==> src/rtl/dcp_pkg.sv <==
// constants and types for the debug control port
package dcp_pkg;
	// ----------------------------------------------------------------
	// register offsets (byte addresses inside the port)
	// ----------------------------------------------------------------
	localparam logic [7:0] DCP_OFS_SOFT_RESET_HOLD = 8'h00;
	localparam logic [7:0] DCP_OFS_CHIP_ERASE_COMMAND = 8'h04;
	localparam logic [7:0] DCP_OFS_CHIP_ERASE_STATE = 8'h08;
	localparam logic [7:0] DCP_OFS_LOCK_STATE = 8'h0c;
	localparam logic [7:0] DCP_OFS_PORT_IDENT_WORD = 8'hfc;
	// ----------------------------------------------------------------
	// field positions and reset values
	// ----------------------------------------------------------------
	localparam int DCP_BIT_FLAG = 0;
	localparam int DCP_IDENT_PORT_LSB = 0;
	localparam int DCP_IDENT_CLASS_LSB = 13;
	localparam int DCP_IDENT_MAKER_LSB = 17;
	localparam int DCP_IDENT_CONT_LSB = 24;
	localparam int DCP_IDENT_REV_LSB = 28;
	localparam logic [3:0] DCP_CLASS_NONE = 4'h0;
	localparam logic [3:0] DCP_CLASS_MEMORY_ACCESS = 4'h8;
	localparam logic DCP_RESET_RELEASED = 1'b0;
	localparam logic DCP_NO_ACTION = 1'b0;
	localparam logic [31:0] DCP_RESET_WORD = 32'h0000_0000;
	localparam int DCP_ADDR_W = 8;
	localparam int DCP_DATA_W = 32;
	// ----------------------------------------------------------------
	// handshake states and state record
	// ----------------------------------------------------------------
	typedef enum logic [0:0] {
		DCP_HS_IDLE,
		DCP_HS_WAIT_DROP
	} dcp_hs_t;
	typedef struct packed {
		logic clk_s1;
		logic clk_s2;
		logic clk_s3;
		logic req_s1;
		logic req_s2;
		logic wr_s1;
		logic wr_s2;
		logic [DCP_ADDR_W-1:0] addr_s1;
		logic [DCP_ADDR_W-1:0] addr_s2;
		logic [DCP_DATA_W-1:0] wdata_s1;
		logic [DCP_DATA_W-1:0] wdata_s2;
		logic pwr_s1;
		logic pwr_s2;
		logic pwr_prev;
		logic lock_s1;
		logic lock_s2;
		dcp_hs_t hs;
		logic ack;
		logic [DCP_DATA_W-1:0] rdata;
		logic rst_hold;
		logic busy;
		logic erase_start;
		logic erase_config;
		logic dbg_mode;
		logic wake;
		logic wake_flag;
		logic irq_allow;
	} dcp_state_t;
endpackage : dcp_pkg

==> src/rtl/dcp_control_port.sv <==
// debug control port: register access, erase, reset hold, debug mode
`timescale 1ns/1ns
// Notes on behaviour
// - port accesses work regardless of the protection lock input.
// - soft reset bit at 0x000 holds device in reset while set.
// - writing 1 at 0x004 starts chip erase; writing 0 does nothing.
// - chip erase also erases the user config block, clearing protection.
// - bit at 0x008 reads 1 while erase runs, 0 when ready.
// - bit at 0x00c reads 0 when protection active, 1 otherwise.
// - read-only identification word at 0x0fc with id, class, maker, revision fields.
// - power-up request during system off wakes device, sets debug wake flag.
// - debug mode lasts exactly while power-up request stays asserted.
// - while halted low, higher-priority interrupts still run to completion.
module dcp_control_port
	import dcp_pkg::*;
#(
	parameter int PRIO_W = 3,
	parameter logic [7:0] PORT_IDENTIFIER = 8'h11,
	parameter logic [3:0] PORT_CLASS = DCP_CLASS_NONE,
	parameter logic [6:0] MAKER_IDENTITY_CODE = 7'h15, // arbitrary value
	parameter logic [3:0] MAKER_CONTINUATION_CODE = 4'h3, // arbitrary value
	parameter logic [3:0] PORT_REVISION = 4'h1 // arbitrary value
) (
	input wire logic clk_in,
	input wire logic rst_b_in,
	input wire logic link_clk_in,
	input wire logic ap_req_in,
	input wire logic ap_write_in,
	input wire logic [DCP_ADDR_W-1:0] ap_addr_in,
	input wire logic [DCP_DATA_W-1:0] ap_wdata_in,
	input wire logic power_up_request_in,
	input wire logic port_lock_in,
	input wire logic system_off_in,
	input wire logic erase_done_in,
	input wire logic cpu_halted_in,
	input wire logic [PRIO_W-1:0] halt_prio_in,
	input wire logic [PRIO_W-1:0] irq_prio_in,
	output logic ap_ack_out,
	output logic [DCP_DATA_W-1:0] ap_rdata_out,
	output logic soft_reset_hold_out,
	output logic erase_start_out,
	output logic erase_user_config_out,
	output logic debug_mode_out,
	output logic wake_out,
	output logic debug_wake_flag_set_out,
	output logic irq_run_allow_out
);
	// ----------------------------------------------------------------
	// state
	// ----------------------------------------------------------------
	dcp_state_t s_q;
	dcp_state_t s_d;
	logic [DCP_DATA_W-1:0] ident_word;
	logic link_rise;
	logic take;
	logic pwr_rise;
	logic powered;
	logic wr_strobe;
	logic rd_strobe;
	logic hit_hold;
	logic hit_erase;
	logic hit_state;
	logic hit_lock;
	logic hit_ident;
	logic hold_wr_en;
	logic hold_wr_val;
	logic erase_req;
	logic wake_req;
	logic irq_next;
	logic [DCP_DATA_W-1:0] read_word;

	// ----------------------------------------------------------------
	// link edge and request qualification
	// ----------------------------------------------------------------
	always_comb begin
		// requests are taken on a link clock rising edge, so bus fields
		// have had a full link half-period to settle through the flops
		link_rise = s_q.clk_s2 && !s_q.clk_s3;
		// lock input plays no part here: the port stays reachable
		take = link_rise && s_q.req_s2 && (s_q.hs == DCP_HS_IDLE);
		pwr_rise = s_q.pwr_s2 && !s_q.pwr_prev;
		// accesses without power-up are answered but change nothing
		powered = s_q.pwr_s2;
		wr_strobe = take && powered && s_q.wr_s2;
		rd_strobe = take && powered && !s_q.wr_s2;
	end

	// ----------------------------------------------------------------
	// address decode
	// ----------------------------------------------------------------
	always_comb begin
		hit_hold = (s_q.addr_s2 == DCP_OFS_SOFT_RESET_HOLD);
		hit_erase = (s_q.addr_s2 == DCP_OFS_CHIP_ERASE_COMMAND);
		hit_state = (s_q.addr_s2 == DCP_OFS_CHIP_ERASE_STATE);
		hit_lock = (s_q.addr_s2 == DCP_OFS_LOCK_STATE);
		hit_ident = (s_q.addr_s2 == DCP_OFS_PORT_IDENT_WORD);
	end

	// ----------------------------------------------------------------
	// write side effects
	// ----------------------------------------------------------------
	always_comb begin
		hold_wr_en = wr_strobe && hit_hold;
		hold_wr_val = s_q.wdata_s2[DCP_BIT_FLAG];
		// only a written 1 starts an erase; 0 is a no-op
		erase_req = wr_strobe && hit_erase
			&& (s_q.wdata_s2[DCP_BIT_FLAG] != DCP_NO_ACTION);
	end

	// ----------------------------------------------------------------
	// read data
	// ----------------------------------------------------------------
	// unmapped, write-only and unpowered reads all return zero
	always_comb begin
		read_word = DCP_RESET_WORD;
		if (rd_strobe) begin
			if (hit_hold) begin
				read_word[DCP_BIT_FLAG] = s_q.rst_hold;
			end else if (hit_state) begin
				read_word[DCP_BIT_FLAG] = s_q.busy;
			end else if (hit_lock) begin
				// reads 0 while protection is active
				read_word[DCP_BIT_FLAG] = !s_q.lock_s2;
			end else if (hit_ident) begin
				read_word = ident_word;
			end else begin
				read_word = DCP_RESET_WORD;
			end
		end
	end

	// ----------------------------------------------------------------
	// wake and interrupt pass
	// ----------------------------------------------------------------
	always_comb begin
		wake_req = pwr_rise && system_off_in;
		// lower number is higher priority; equal priority must wait
		irq_next = !cpu_halted_in || (irq_prio_in < halt_prio_in);
	end

	// ----------------------------------------------------------------
	// identification word
	// ----------------------------------------------------------------
	always_comb begin
		ident_word = DCP_RESET_WORD;
		ident_word[DCP_IDENT_PORT_LSB +: 8] = PORT_IDENTIFIER;
		ident_word[DCP_IDENT_CLASS_LSB +: 4] = PORT_CLASS;
		ident_word[DCP_IDENT_MAKER_LSB +: 7] = MAKER_IDENTITY_CODE;
		ident_word[DCP_IDENT_CONT_LSB +: 4] = MAKER_CONTINUATION_CODE;
		ident_word[DCP_IDENT_REV_LSB +: 4] = PORT_REVISION;
	end

	// ----------------------------------------------------------------
	// next state
	// ----------------------------------------------------------------
	always_comb begin
		s_d = s_q;
		// everything from the link passes two flops before use
		s_d.clk_s1 = link_clk_in;
		s_d.clk_s2 = s_q.clk_s1;
		s_d.clk_s3 = s_q.clk_s2;
		s_d.req_s1 = ap_req_in;
		s_d.req_s2 = s_q.req_s1;
		s_d.wr_s1 = ap_write_in;
		s_d.wr_s2 = s_q.wr_s1;
		s_d.addr_s1 = ap_addr_in;
		s_d.addr_s2 = s_q.addr_s1;
		s_d.wdata_s1 = ap_wdata_in;
		s_d.wdata_s2 = s_q.wdata_s1;
		s_d.pwr_s1 = power_up_request_in;
		s_d.pwr_s2 = s_q.pwr_s1;
		s_d.pwr_prev = s_q.pwr_s2;
		s_d.lock_s1 = port_lock_in;
		s_d.lock_s2 = s_q.lock_s1;
		s_d.erase_start = 1'b0;
		s_d.erase_config = 1'b0;
		s_d.wake = 1'b0;
		s_d.wake_flag = 1'b0;

		// erase finishes on its own; a new start in the same cycle wins
		if (erase_done_in) begin
			s_d.busy = 1'b0;
		end

		case (s_q.hs)
			DCP_HS_IDLE: begin
				if (take) begin
					s_d.hs = DCP_HS_WAIT_DROP;
					s_d.ack = 1'b1;
					s_d.rdata = read_word;
					if (hold_wr_en) begin
						s_d.rst_hold = hold_wr_val;
					end
					if (erase_req) begin
						s_d.erase_start = 1'b1;
						s_d.erase_config = 1'b1;
						s_d.busy = 1'b1;
					end
				end
			end
			DCP_HS_WAIT_DROP: begin
				if (!s_q.req_s2) begin
					s_d.hs = DCP_HS_IDLE;
					s_d.ack = 1'b0;
				end
			end
			default: begin
				s_d.hs = DCP_HS_IDLE;
				s_d.ack = 1'b0;
			end
		endcase

		// ------------------------------------------------------------
		// debug interface mode and wake from system off
		// ------------------------------------------------------------
		s_d.dbg_mode = s_q.pwr_s2;
		if (wake_req) begin
			s_d.wake = 1'b1;
			s_d.wake_flag = 1'b1;
		end
		s_d.irq_allow = irq_next;
	end

	// ----------------------------------------------------------------
	// registers
	// ----------------------------------------------------------------
	always_ff @(posedge clk_in or negedge rst_b_in) begin
		if (!rst_b_in) begin
			s_q <= '0;
			s_q.hs <= DCP_HS_IDLE;
			s_q.rst_hold <= DCP_RESET_RELEASED;
		end else begin
			s_q <= s_d;
		end
	end

	// ----------------------------------------------------------------
	// outputs
	// ----------------------------------------------------------------
	assign ap_ack_out = s_q.ack;
	assign ap_rdata_out = s_q.rdata;
	assign soft_reset_hold_out = s_q.rst_hold;
	assign erase_start_out = s_q.erase_start;
	assign erase_user_config_out = s_q.erase_config;
	assign debug_mode_out = s_q.dbg_mode;
	assign wake_out = s_q.wake;
	assign debug_wake_flag_set_out = s_q.wake_flag;
	assign irq_run_allow_out = s_q.irq_allow;
endmodule : dcp_control_port

==> config.mk <==
export PLATFORM = sky130hd
export DESIGN_NAME = dcp_control_port
export DESIGN_NICKNAME = d
export VERILOG_FILES = /design/src/rtl/dcp_pkg.sv /design/src/rtl/dcp_control_port.sv
export SDC_FILE = /design/constraint.sdc
export NUM_CORES = 1
export LEC_CHECK = 0
export ABC_AREA = 1
export BUFFER_PORTS_ARGS = -buffer_cell sky130_fd_sc_hd__buf_2
export CORE_MARGIN = 4
export CORE_UTILIZATION = 45
export CTS_BUF_LIST = sky130_fd_sc_hd__clkbuf_16
export DETAILED_ROUTE_END_ITERATION = 10
export PLACE_DENSITY = 0.83
export SKIP_LAST_GASP = 1
export SLEW_MARGIN = 20
export SYNTH_ARGS = -nofsm -noshare
export SYNTH_HDL_FRONTEND = slang
export SYNTH_SLANG_ARGS = --single-unit
==> constraint.sdc <==
create_clock -name clk_in -period 3.4 [get_ports clk_in]
set_clock_uncertainty 0.05 [all_clocks]
set_input_delay 0.17 -clock clk_in [delete_from_list [all_inputs] [get_ports clk_in]]
set_output_delay 0.17 -clock clk_in [all_outputs]
set_load 0.03 [all_outputs]
# After elaboration in Yosys (flattened, before gate mapping)
# Cells that the tools add are included.
[totals] ff_bits=71 inputBits=56 out_inout_bits=40
[classes] n_lt_le_gt_ge=1 eq_ne=6 mux=16 bitwise=1 reduce_logical=21
[op_table] operator="$mux W28" n=2
[op_table] operator="$mux W38" n=1
[op_table] operator="$mux W32" n=1
[op_table] operator="$mux W31" n=1
[op_table] operator="$mux W29" n=1
[op_table] operator="$eq A8 B4 Y1 const B" n=2
[op_table] operator="$logic_and A1 B1 Y1" n=11
[op_table] operator="$eq A8 B3 Y1 const B" n=1
[op_table] operator="$eq A8 B8 Y1 const B" n=1
[op_table] operator="$logic_not A8 Y1" n=1
[op_table] operator="$mux W3" n=2
[op_table] operator="$logic_not A1 Y1" n=5
[op_table] operator="$mux W1" n=5
[op_table] operator="$mux W2" n=2
[op_table] operator="$ne A2 B2 Y1 const B" n=2
[op_table] operator="$pmux W2 S2" n=1
[op_table] operator="$reduce_and A2 Y1" n=2
[op_table] operator="$lt A3 B3 Y1" n=1
[op_table] operator="$reduce_and A3 Y1" n=1
[op_table] operator="$logic_or A1 B1 Y1" n=1
[op_table] operator="$not A1 Y1" n=1

# Logic depth before layout (Yosys ltp)
# Gate-level depths: netlist of the first run.
[depth] ltp_word=11 depth_mapped=7 ltp_nobuf=7

# Worst setup path before layout of the first run
# No wires, ideal clock.
[synth_timing] kind="reg2reg" from="register s_q[41] (netlist bit)" to="register s_q, in the netlist soft_reset_hold_out" setup_ps=118 arrival_ps=915 required_ps=3232 path_slack_ps=2317 stages_incl_launch_ff=7 path_cell_list="dfrtp_1 -> nor2_2 -> nand3_4 -> nor3_4 -> nand2_1 -> nand2_1 -> nand2_1"
[synth_via] elab_chain_len=6
[synth_rtl] item="start, declared" line_no="dcp_control_port.sv:51" text="dcp_state_t s_q;"
[synth_rtl] item="$not A1 Y1 (no line) (*)"
[synth_rtl] item="$logic_and A1 B1 Y1" line_no="dcp_control_port.sv:80" text="take = link_rise && s_q.req_s2 && (s_q.hs == DCP_HS_IDLE);"
[synth_rtl] item="$logic_and A1 B1 Y1 (2 in a row)" line_no="dcp_control_port.sv:84" text="wr_strobe = take && powered && s_q.wr_s2;"
[synth_rtl] item="$logic_and A1 B1 Y1" line_no="dcp_control_port.sv:103" text="hold_wr_en = wr_strobe && hit_hold;"
[synth_rtl] item="$reduce_and A3 Y1 (no line) (*)"
# Every way passes the cells marked *; elsewhere a longest branch is shown, timed or not.
# A chain may end at the register's enable or synchronous reset.

# Final worst setup path of the first run
# Same ends and word-level chain as after synthesis.

==> flow_metrics.env, run 1 <==
export IMPL_status="completed"
export IMPL_drtIter0Drc=28
export IMPL_crit_type="register to register"
export IMPL_firstDrtPassIters=4
export IMPL_synth_ff_latch_count=39
export IMPL_min_path_cells=2
export IMPL_power_mw=1.02
export IMPL_ctsHtreeMaxLevel=2
export IMPL_hold_path_class="input pin to register"
export IMPL_post_route_util_pct=58.3
export IMPL_critPathCaptureType="register"
export IMPL_slew_headroom_pct=48.0
export IMPL_placed_area_mm2=0.00165
export IMPL_async_flop_share_pct=100
export IMPL_clk_pin_slew_ns=0.05
export IMPL_max_freq_ghz=0.867
export IMPL_grt_pass1_wl_mm=3.35
export IMPL_dp_hpwl_mm=1.52
export IMPL_synth_cell_types=21
export IMPL_min_period_ns=1.15
export IMPL_row_count=21
export IMPL_powerDensity_mw_per_mm2=525
export IMPL_die_w_um=66.9
export IMPL_synthFlopType="dfrtp_1"
export IMPL_post_route_period_util_pct=33.9
export IMPL_clock_root_buffer="clkbuf_16"
export IMPL_setup_viol_count_final=0
export IMPL_cts_num_sinks=39
export IMPL_die_area_mm2=0.00448
export IMPL_nFillCells=283
export IMPL_antenna_found_initial=0
export IMPL_ys_seq_area_share_pct=62.5
export IMPL_drc=0
export IMPL_tightestPinTransition_ns=0.781
export IMPL_clk_path_buf_depth=2
export IMPL_postCtsSetupRepairBufs=0
export IMPL_slew_violations=0
export IMPL_grt_pass1_vias=835
export IMPL_final_cell_area_mm2=0.00195
export IMPL_wl_mm=2.14
export IMPL_finalHoldViolCount=0
export IMPL_worstPathMaxFanout=6
export IMPL_worst_endpoint_arrival_ns=1.27
export IMPL_via_per_inst=3.92
export IMPL_synth_edf_count=0
export IMPL_leakagePower_nw=1.04
export IMPL_layout_commonest_cell="buf_2"
export IMPL_via_count=926
export IMPL_io_buffers=40
export IMPL_clock_latency_ns=0.27
export IMPL_syn_inst=137
export IMPL_ant_nets=0
export IMPL_vdd_drop_max_v=0.000411
export IMPL_wl_met3_um=218
export IMPL_diodes=0
export IMPL_wl_met1_um=767
export IMPL_start_util_pct=46.8
export IMPL_io_pin_count=96
export IMPL_final_nets=247
export IMPL_cts_tree="built"
export IMPL_top_layer="met4"
export IMPL_syn_cell_area_mm2=0.00156
export IMPL_core_area_mm2=0.00334
export IMPL_reg2reg_depth=6
export IMPL_cts_buffers=5
export IMPL_start_kind="register"
export IMPL_fin_tns_setup_ns=0
export IMPL_grt_ovfl_total=0
export IMPL_area_growth_pct=24.7
export IMPL_holdWs_ns=0.00802
export IMPL_layout_drive_gt1_share_pct=27.9
export IMPL_grt_usage_pct=10.6
export IMPL_gp_congestion=0.719
export IMPL_yosysWarningCount=0
export IMPL_wire_per_inst_um=9.06
export IMPL_dr_wl_met2_mm=1.09
export IMPL_rsz0062_at_grt="false"
export IMPL_cp_data_required_time_ns=3.51
export IMPL_ctsResizeCount=0
export IMPL_die_h_um=66.9
export IMPL_max_cap_violations=0
export IMPL_mostFrequentLayoutCells="buf_2 (40), dfrtp_1 (39), conb_1 (24)"
export IMPL_grt_max_degree=40
export IMPL_avgSynthCellArea_um2=11.4
==> power by group <==
| group | internal [mW] | switching, mW |
|---|---|---|
| clock network | 0.263 | 0.151 |
| logic | 0.0337 | 0.0746 |
| registers | 0.488 | 0.0104 |
==> per-layer routing <==
layer  up-vias  GRT usage (%)
li1        467              -
met1       409           10.2
met2        44           18.2
met3         6           5.06
met4         0           6.08
met5         -              0
==> state kept, by name, summed over array words and instances (netlist names) <==
signal / count
irq_run_allow_out: 1
s_q: 14
erase_user_config_out: 1
powered: 1
wake_out: 1
ap_rdata_out: 2
s_d: 15
hold_wr_val: 1
ap_ack_out: 1
soft_reset_hold_out: 1
debug_mode_out: 1
==> final timing paths <==
check,from,slack (ns),to
max,s_q[41]$_DFF_PN0_,2.25,soft_reset_hold_out$_DFFE_PN0P_
max in group asynchronous,rst_b_in,2.34,s_d[129]$_DFF_PN0_
min in group asynchronous,rst_b_in,0.47,s_q[6]$_DFF_PN0_
min reg2reg,s_d[129]$_DFF_PN0_,0.29,s_q[129]$_DFF_PN0_
max reg2reg,s_q[41]$_DFF_PN0_,2.25,soft_reset_hold_out$_DFFE_PN0P_
min,erase_done_in,0.008,s_q[6]$_DFF_PN0_
==> through the flow <==
stage | cells | setup slack [ns]
6_report | 236 | 2.25
5_1_grt | 236 | 2.12
4_1_cts | 236 | 2.23
3_5_place_dp | 212 | 2.24
3_3_place_gp | 212 | 2.27
2_1_floorplan | 160 | 2.32
==> cell type report <==
cell class              instances  area (um2)  share of cell area, %
flip-flops and latches         39         976                   50.1
inverters                      12        45.0                   2.31
repair buffers                 56         360                   18.5
clock inverters                 3        11.3                  0.578
multi-input cells              75         372                   19.1
well taps                      46        57.6                   2.96
clock buffers                   5         125                   6.43
==> logic make-up after synthesis <==
family / synth area share (%)
AOI/OAI and AO/OA: 1.44
adders and majority gates: 1.60
other: 0.240
buffers and inverters: 19.2
and+or+nand+nor: 15.0
DFF: 62.5
==> synthesized netlist by cell type (2+ instances only) <==
cell type,instances,area [um2]
nor2_1,7,26.3
inv_1,12,45.0
nand2_1,22,82.6
nand3_1,5,25.0
buf_4,34,255
nor2_2,3,18.8
dfrtp_1,39,976
ha_1,2,25.0
==> critical path: stages, from the launching register on <==
cell	delay [ns]
dfrtp_1	0.40
nor2_2	0.13
nand3_4	0.12
nor3_4	0.17
nand2_1	0.07
nand2_1	0.06
nand2_1	0.04
==> what timing repair did <==
item | 4_1_cts | 5_1_grt
endpoints found under the setup margin | 0 | 0
hold buffers | 16 | 0
endpoints found under the hold margin | 54 | 0
Power figures use the tool's default switching activity.
==> run 2: changes to the inputs <==
Settings changed: CORE_UTILIZATION 45 to 38, PLACE_DENSITY 0.83 to 0.75.
Clock period 3.4 ns to 1 ns, I/O delays scaled along.
==> run 2 against run 1 <==
  * The flow now finishes with violations (setup timing)
  * Total power rose to 3.7 times the previous value
  * Critical path type unchanged
  * Wire length is 12% higher
  * Largest power group is now clock
  * Utilization down 5.8 points
  * Clock power grew to 4.2 times the previous value
  * Non-clock buffer count up 8
==> flow_metrics.env, run 2 (synthesis results as in run 1) <==
export IMPL_wire_per_inst_um=9.65
export IMPL_io_pin_count=96
export IMPL_worstReg2RegStart="s_q[131]$_DFF_PN0_"
export IMPL_die_w_um=72.1
export IMPL_nFillCells=362
export IMPL_via_count=957
export IMPL_grt_pass1_wl_mm=3.90
export IMPL_hold_path_class="input pin to register"
export IMPL_leakagePower_nw=1.10
export IMPL_drc=0
export IMPL_diodes=0
export IMPL_largest_reg_flops=15
export IMPL_cp_data_required_time_ns=1.12
export IMPL_core_area_mm2=0.00400
export IMPL_final_cell_area_mm2=0.00210
export IMPL_cts_buffers=5
export IMPL_ctsHtreeMaxLevel=2
export IMPL_gp_congestion=0.714
export IMPL_pre_cts_slack_ns=-0.124
export IMPL_status="finished with violations"
export IMPL_crit_start="s_q[131]$_DFF_PN0_"
export IMPL_crit_type="register to register"
export IMPL_ant_nets=0
export IMPL_layout_drive_gt1_share_pct=31.3
export IMPL_rsz0062_at_grt="true"
export IMPL_grt_usage_pct=9.99
export IMPL_drtIter0Drc=18
export IMPL_cts_tree="built"
export IMPL_max_freq_ghz=0.893
export IMPL_clk_path_buf_depth=2
export IMPL_wl_mm=2.39
export IMPL_placed_area_mm2=0.00170
export IMPL_worst_endpoint_arrival_ns=1.24
export IMPL_dp_hpwl_mm=1.69
export IMPL_die_h_um=72.1
export IMPL_min_period_ns=1.12
export IMPL_antenna_found_initial=0
export IMPL_power_mw=3.81
export IMPL_violations="setup timing"
export IMPL_start_util_pct=39.0
export IMPL_setup_viol_count_final=12
export IMPL_start_kind="register"
export IMPL_final_nets=255
export IMPL_worstPathMaxFanout=4
export IMPL_clock_latency_ns=0.27
export IMPL_layout_commonest_cell="dfrtp_1"
export IMPL_area_growth_pct=34.6
export IMPL_mostFrequentLayoutCells="dfrtp_1 (38), buf_2 (33), conb_1 (24)"
export IMPL_row_count=23
export IMPL_cts_num_sinks=39
export IMPL_crit_end="soft_reset_hold_out$_DFFE_PN0P_"
export IMPL_r2r_setup_slack_ns=-0.12
export IMPL_via_per_inst=3.86
export IMPL_vdd_drop_max_v=0.00111
export IMPL_die_area_mm2=0.00520
export IMPL_clk_pin_slew_ns=0.05
export IMPL_firstDrtPassIters=6
export IMPL_powerDensity_mw_per_mm2=1810
export IMPL_io_buffers=40
export IMPL_grt_ovfl_total=0
export IMPL_grt_pass1_vias=962
export IMPL_max_cap_violations=0
export IMPL_r2r_end="soft_reset_hold_out$_DFFE_PN0P_"
export IMPL_slew_violations=0
export IMPL_finalHoldViolCount=0
export IMPL_layout_setup_ws_ns=-0.120
export IMPL_reg2reg_depth=6
export IMPL_grt_max_degree=40
export IMPL_clock_root_buffer="clkbuf_16"
export IMPL_post_route_period_util_pct=112
export IMPL_holdWs_ns=0.0374
export IMPL_post_route_util_pct=52.5
export IMPL_critPathCaptureType="register"
[run 2: cell types whose count changed in the layout (fill, tap and decap cells not counted), moves of 2 or more]
cell / previous run / this run
buf_6: 0 / 7
dlygate4sd3_1: 16 / 18
buf_2: 40 / 33
buf_4: 0 / 5
[run 2: worst min-delay path by stage]
stage / to / depth (start not counted) / startpoint
2_1_floorplan: ap_ack_out$_DFFE_PN0P_ / 0 / rst_b_in
3_3_place_gp: wake_out$_DFF_PN0_ / 2 / rst_b_in
3_5_place_dp: debug_mode_out$_DFF_PN0_ / 2 / rst_b_in
4_1_cts: irq_run_allow_out$_DFF_PN0_ / 4 / irq_prio_in[0]
5_1_grt: irq_run_allow_out$_DFF_PN0_ / 4 / irq_prio_in[0]
6_report: irq_run_allow_out$_DFF_PN0_ / 4 / irq_prio_in[0]
[run 2: routing by layer]
metal / wire length, um / global-route usage (%) / up-vias
li1: - / - / 482
met1: 892 / 10.2 / 436
met2: 1270 / 17.2 / 37
met3: 222 / 3.60 / 2
met4: 8 / 6.26 / 0
met5: 0 / 0 / -
[run 2: per-stage QoR]
stage / TNS, ns / instances
5_1_grt: -1.21 / 248
6_report: -0.546 / 248
3_5_place_dp: -0.374 / 220
2_1_floorplan: -0.101 / 160
3_3_place_gp: -0.198 / 220
4_1_cts: -0.616 / 247
[run 2: timing repair]
action	CTS	global route
gates resized for setup	14	1
setup buffers	1	1
hold buffers	18	0
hold endpoints to repair	56	0
endpoints found under the setup margin	12	13
[run 2: layout make-up]
cell class | instances | area [um2] | share of cell area (%)
timing repair buffer | 64 | 482 | 22.9
tap | 50 | 62.6 | 2.98
clock buffer | 5 | 125 | 5.95
inverter | 12 | 45.0 | 2.14
clock inverter | 3 | 38.8 | 1.85
multi-input combinational | 75 | 372 | 17.7
sequential | 39 | 977 | 46.5
[run 2: where the power goes]
part | internal [mW] | total (mW) | switching (mW) | leakage (nW)
combinational | 0.139 | 0.398 | 0.259 | 0.548
sequential | 1.66 | 1.69 | 0.0358 | 0.466
clock | 1.16 | 1.72 | 0.556 | 0.0812
total | 2.96 | 3.81 | 0.851 | 1.10
[run 2: worst max-delay path, cell delays in order (launching register included)]
cell,delay [ns]
dfrtp_1,0.37
nor2_2,0.14
nand3_4,0.10
nor3_4,0.17
nand2_1,0.08
nand2_1,0.06
nand2_1,0.04
==> run 3: changes to the inputs <==
Settings changed: CORE_UTILIZATION 38 to 45, PLACE_DENSITY 0.75 to 0.83.
Clock period 1 ns to 1.4 ns, I/O delays scaled along.
==> run 3 against run 2 <==
  * The run now ends clean
  * Total power fell by 35%
  * Sequential cell count did not move
  * Count of clock-buffer cells in the layout did not move
  * Largest power group is now registers
  * Critical endpoint unchanged
  * Cell area fell by 6.4%
  * Critical path depth did not move
  * Register-to-register slack improved by 0.36 ns
  * Largest cell class unchanged
  * Sequential power fell by 28%
  * Combinational power fell by 32%
==> flow_metrics.env, run 3 (synthesis results as in run 1) <==
export IMPL_clock_latency_ns=0.27
export IMPL_worst_endpoint_arrival_ns=1.27
export IMPL_max_cap_violations=0
export IMPL_r2r_end="soft_reset_hold_out$_DFFE_PN0P_"
export IMPL_powerDensity_mw_per_mm2=1260
export IMPL_grt_busiest_layer="met2"
export IMPL_crit_chain="nor2_2, nand3_4, nor3_4, nand2_1, nand2_1, nand2_1"
export IMPL_critPathCaptureType="register"
export IMPL_grt_ovfl_total=0
export IMPL_cp_data_required_time_ns=1.51
export IMPL_rsz0062_at_grt="false"
export IMPL_firstDrtPassIters=4
export IMPL_post_route_period_util_pct=82.8
export IMPL_cts_buffers=5
export IMPL_ctsHtreeMaxLevel=2
export IMPL_hold_path_class="input pin to register"
export IMPL_die_h_um=66.9
export IMPL_diodes=0
export IMPL_crit_path_frequent_cell="nand2_1"
export IMPL_drc=0
export IMPL_ctsResizeCount=0
export IMPL_use_met1_pct=11.5
export IMPL_gp_congestion=0.698
export IMPL_met3_usage_pct=5.23
export IMPL_io_buffers=40
export IMPL_min_from="irq_prio_in[0]"
export IMPL_min_path_cells=4
export IMPL_ant_nets=0
export IMPL_cp_num_buf_inv=0
export IMPL_leakagePower_nw=1.05
export IMPL_setup_viol_count_final=0
export IMPL_drtIter0Drc=27
export IMPL_final_nets=250
export IMPL_r2r_setup_slack_ns=0.24
export IMPL_max_freq_ghz=0.862
export IMPL_die_area_mm2=0.00448
export IMPL_cts_hold_buf=18
export IMPL_grt_pass1_vias=880
export IMPL_cp_top_family="simple AND/OR/NAND/NOR gates"
export IMPL_crit_slowest_cell="dfrtp_1"
export IMPL_status="completed"
export IMPL_reg2reg_depth=6
export IMPL_dp_hpwl_mm=1.65
export IMPL_row_count=21
export IMPL_clock_root_buffer="clkbuf_16"
export IMPL_slew_violations=0
export IMPL_grt_max_degree=24
export IMPL_min_period_ns=1.16
export IMPL_fin_tns_setup_ns=0
export IMPL_final_cell_area_mm2=0.00197
export IMPL_power_mw=2.47
export IMPL_start_kind="register"
export IMPL_crit_type="register to register"
export IMPL_layout_commonest_cell="buf_2"
export IMPL_clk_path_buf_depth=2
export IMPL_via_count=941
export IMPL_grtUsageMet2_pct=19.2
export IMPL_grt_pass1_wl_mm=3.62
export IMPL_cts_tree="built"
export IMPL_core_area_mm2=0.00334
export IMPL_placed_area_mm2=0.00166
export IMPL_cts_num_sinks=39
export IMPL_wire_per_inst_um=9.94
export IMPL_vdd_drop_max_v=0.00104
export IMPL_hold_end="irq_run_allow_out$_DFF_PN0_"
export IMPL_postCtsSetupRepairBufs=0
export IMPL_clk_pin_slew_ns=0.05
export IMPL_grt_usage_pct=11.5
export IMPL_max_stage_delay_ns=0.40
export IMPL_die_w_um=66.9
export IMPL_io_pin_count=96
export IMPL_nFillCells=263
export IMPL_largest_reg_flops=15
export IMPL_via_per_inst=3.97
export IMPL_worstPathMaxFanout=6
export IMPL_area_growth_pct=26.0
export IMPL_worstReg2RegStart="s_q[41]$_DFF_PN0_"
export IMPL_finalHoldViolCount=0
export IMPL_wl_mm=2.36
export IMPL_layout_drive_gt1_share_pct=28.3
export IMPL_start_util_pct=46.8
export IMPL_antenna_found_initial=0
export IMPL_mostFrequentLayoutCells="buf_2 (40), dfrtp_1 (39), conb_1 (24)"
-- run 3: changes by cell type in the layout (fill, tap and decap cells not counted) --
cell,change
buf_2,+7
buf_6,-7
buf_4,-4
buf_12,-1
bufinv_16,-1
clkinv_1,-1
clkinv_2,-1
dfrtp_1,+1
dfrtp_2,-1
inv_1,+1
-- run 3: how the worst max path moves through the flow --
stage,startpoint,to,slack (ns),cells past startpoint
floorplan,s_q[41]$_DFF_PN0_,soft_reset_hold_out$_DFFE_PN0P_,0.32,6
global placement,s_q[41]$_DFF_PN0_,soft_reset_hold_out$_DFFE_PN0P_,0.27,6
detailed placement,s_q[41]$_DFF_PN0_,soft_reset_hold_out$_DFFE_PN0P_,0.25,6
CTS,s_q[41]$_DFF_PN0_,soft_reset_hold_out$_DFFE_PN0P_,0.24,6
global route,s_q[41]$_DFF_PN0_,soft_reset_hold_out$_DFFE_PN0P_,0.14,6
finish,s_q[41]$_DFF_PN0_,soft_reset_hold_out$_DFFE_PN0P_,0.24,6
-- run 3: metal layers --
metal,part of all wire (%),wire length [um]
met2,54,1260
met4,2.3,53
met5,0,0
met3,9.3,218
met1,35,821
-- run 3: final cells by class --
cell class / instances / area, um2 / share of cell area (%)
flip-flops and latches: 39 / 976 / 49.6
repair buffers: 59 / 388 / 19.7
well taps: 46 / 57.6 / 2.93
clock buffers: 5 / 125 / 6.36
inverters: 12 / 45.0 / 2.29
multi-input cells: 75 / 372 / 18.9
clock inverters: 1 / 3.75 / 0.191
-- run 3: report_power, final --
group	switching, mW	internal [mW]	total, mW
sequential	0.0279	1.19	1.21
clock	0.354	0.630	0.984
combinational	0.185	0.0876	0.272
total	0.567	1.90	2.47
-- run 3: metrics by stage --
stage	util (%)	hold WS, ns	setup WS (ns)	instances
4_1_cts	58.9	0.0513	0.239	237
2_1_floorplan	-	-0.276	0.317	160
3_3_place_gp	49.7	-0.0461	0.270	213
5_1_grt	58.9	0.0942	0.138	237
3_5_place_dp	49.7	-0.0443	0.248	213
6_report	58.9	0.0586	0.241	237
-- run 3: tightest hold or removal path, delay by kind of cell --
kind | cells | cell delay (ns)
AO/OA/AOI/OAI | 1 | 0.09
buffers and inverters | 1 | 0.07
AND/OR/NAND/NOR | 2 | 0.10
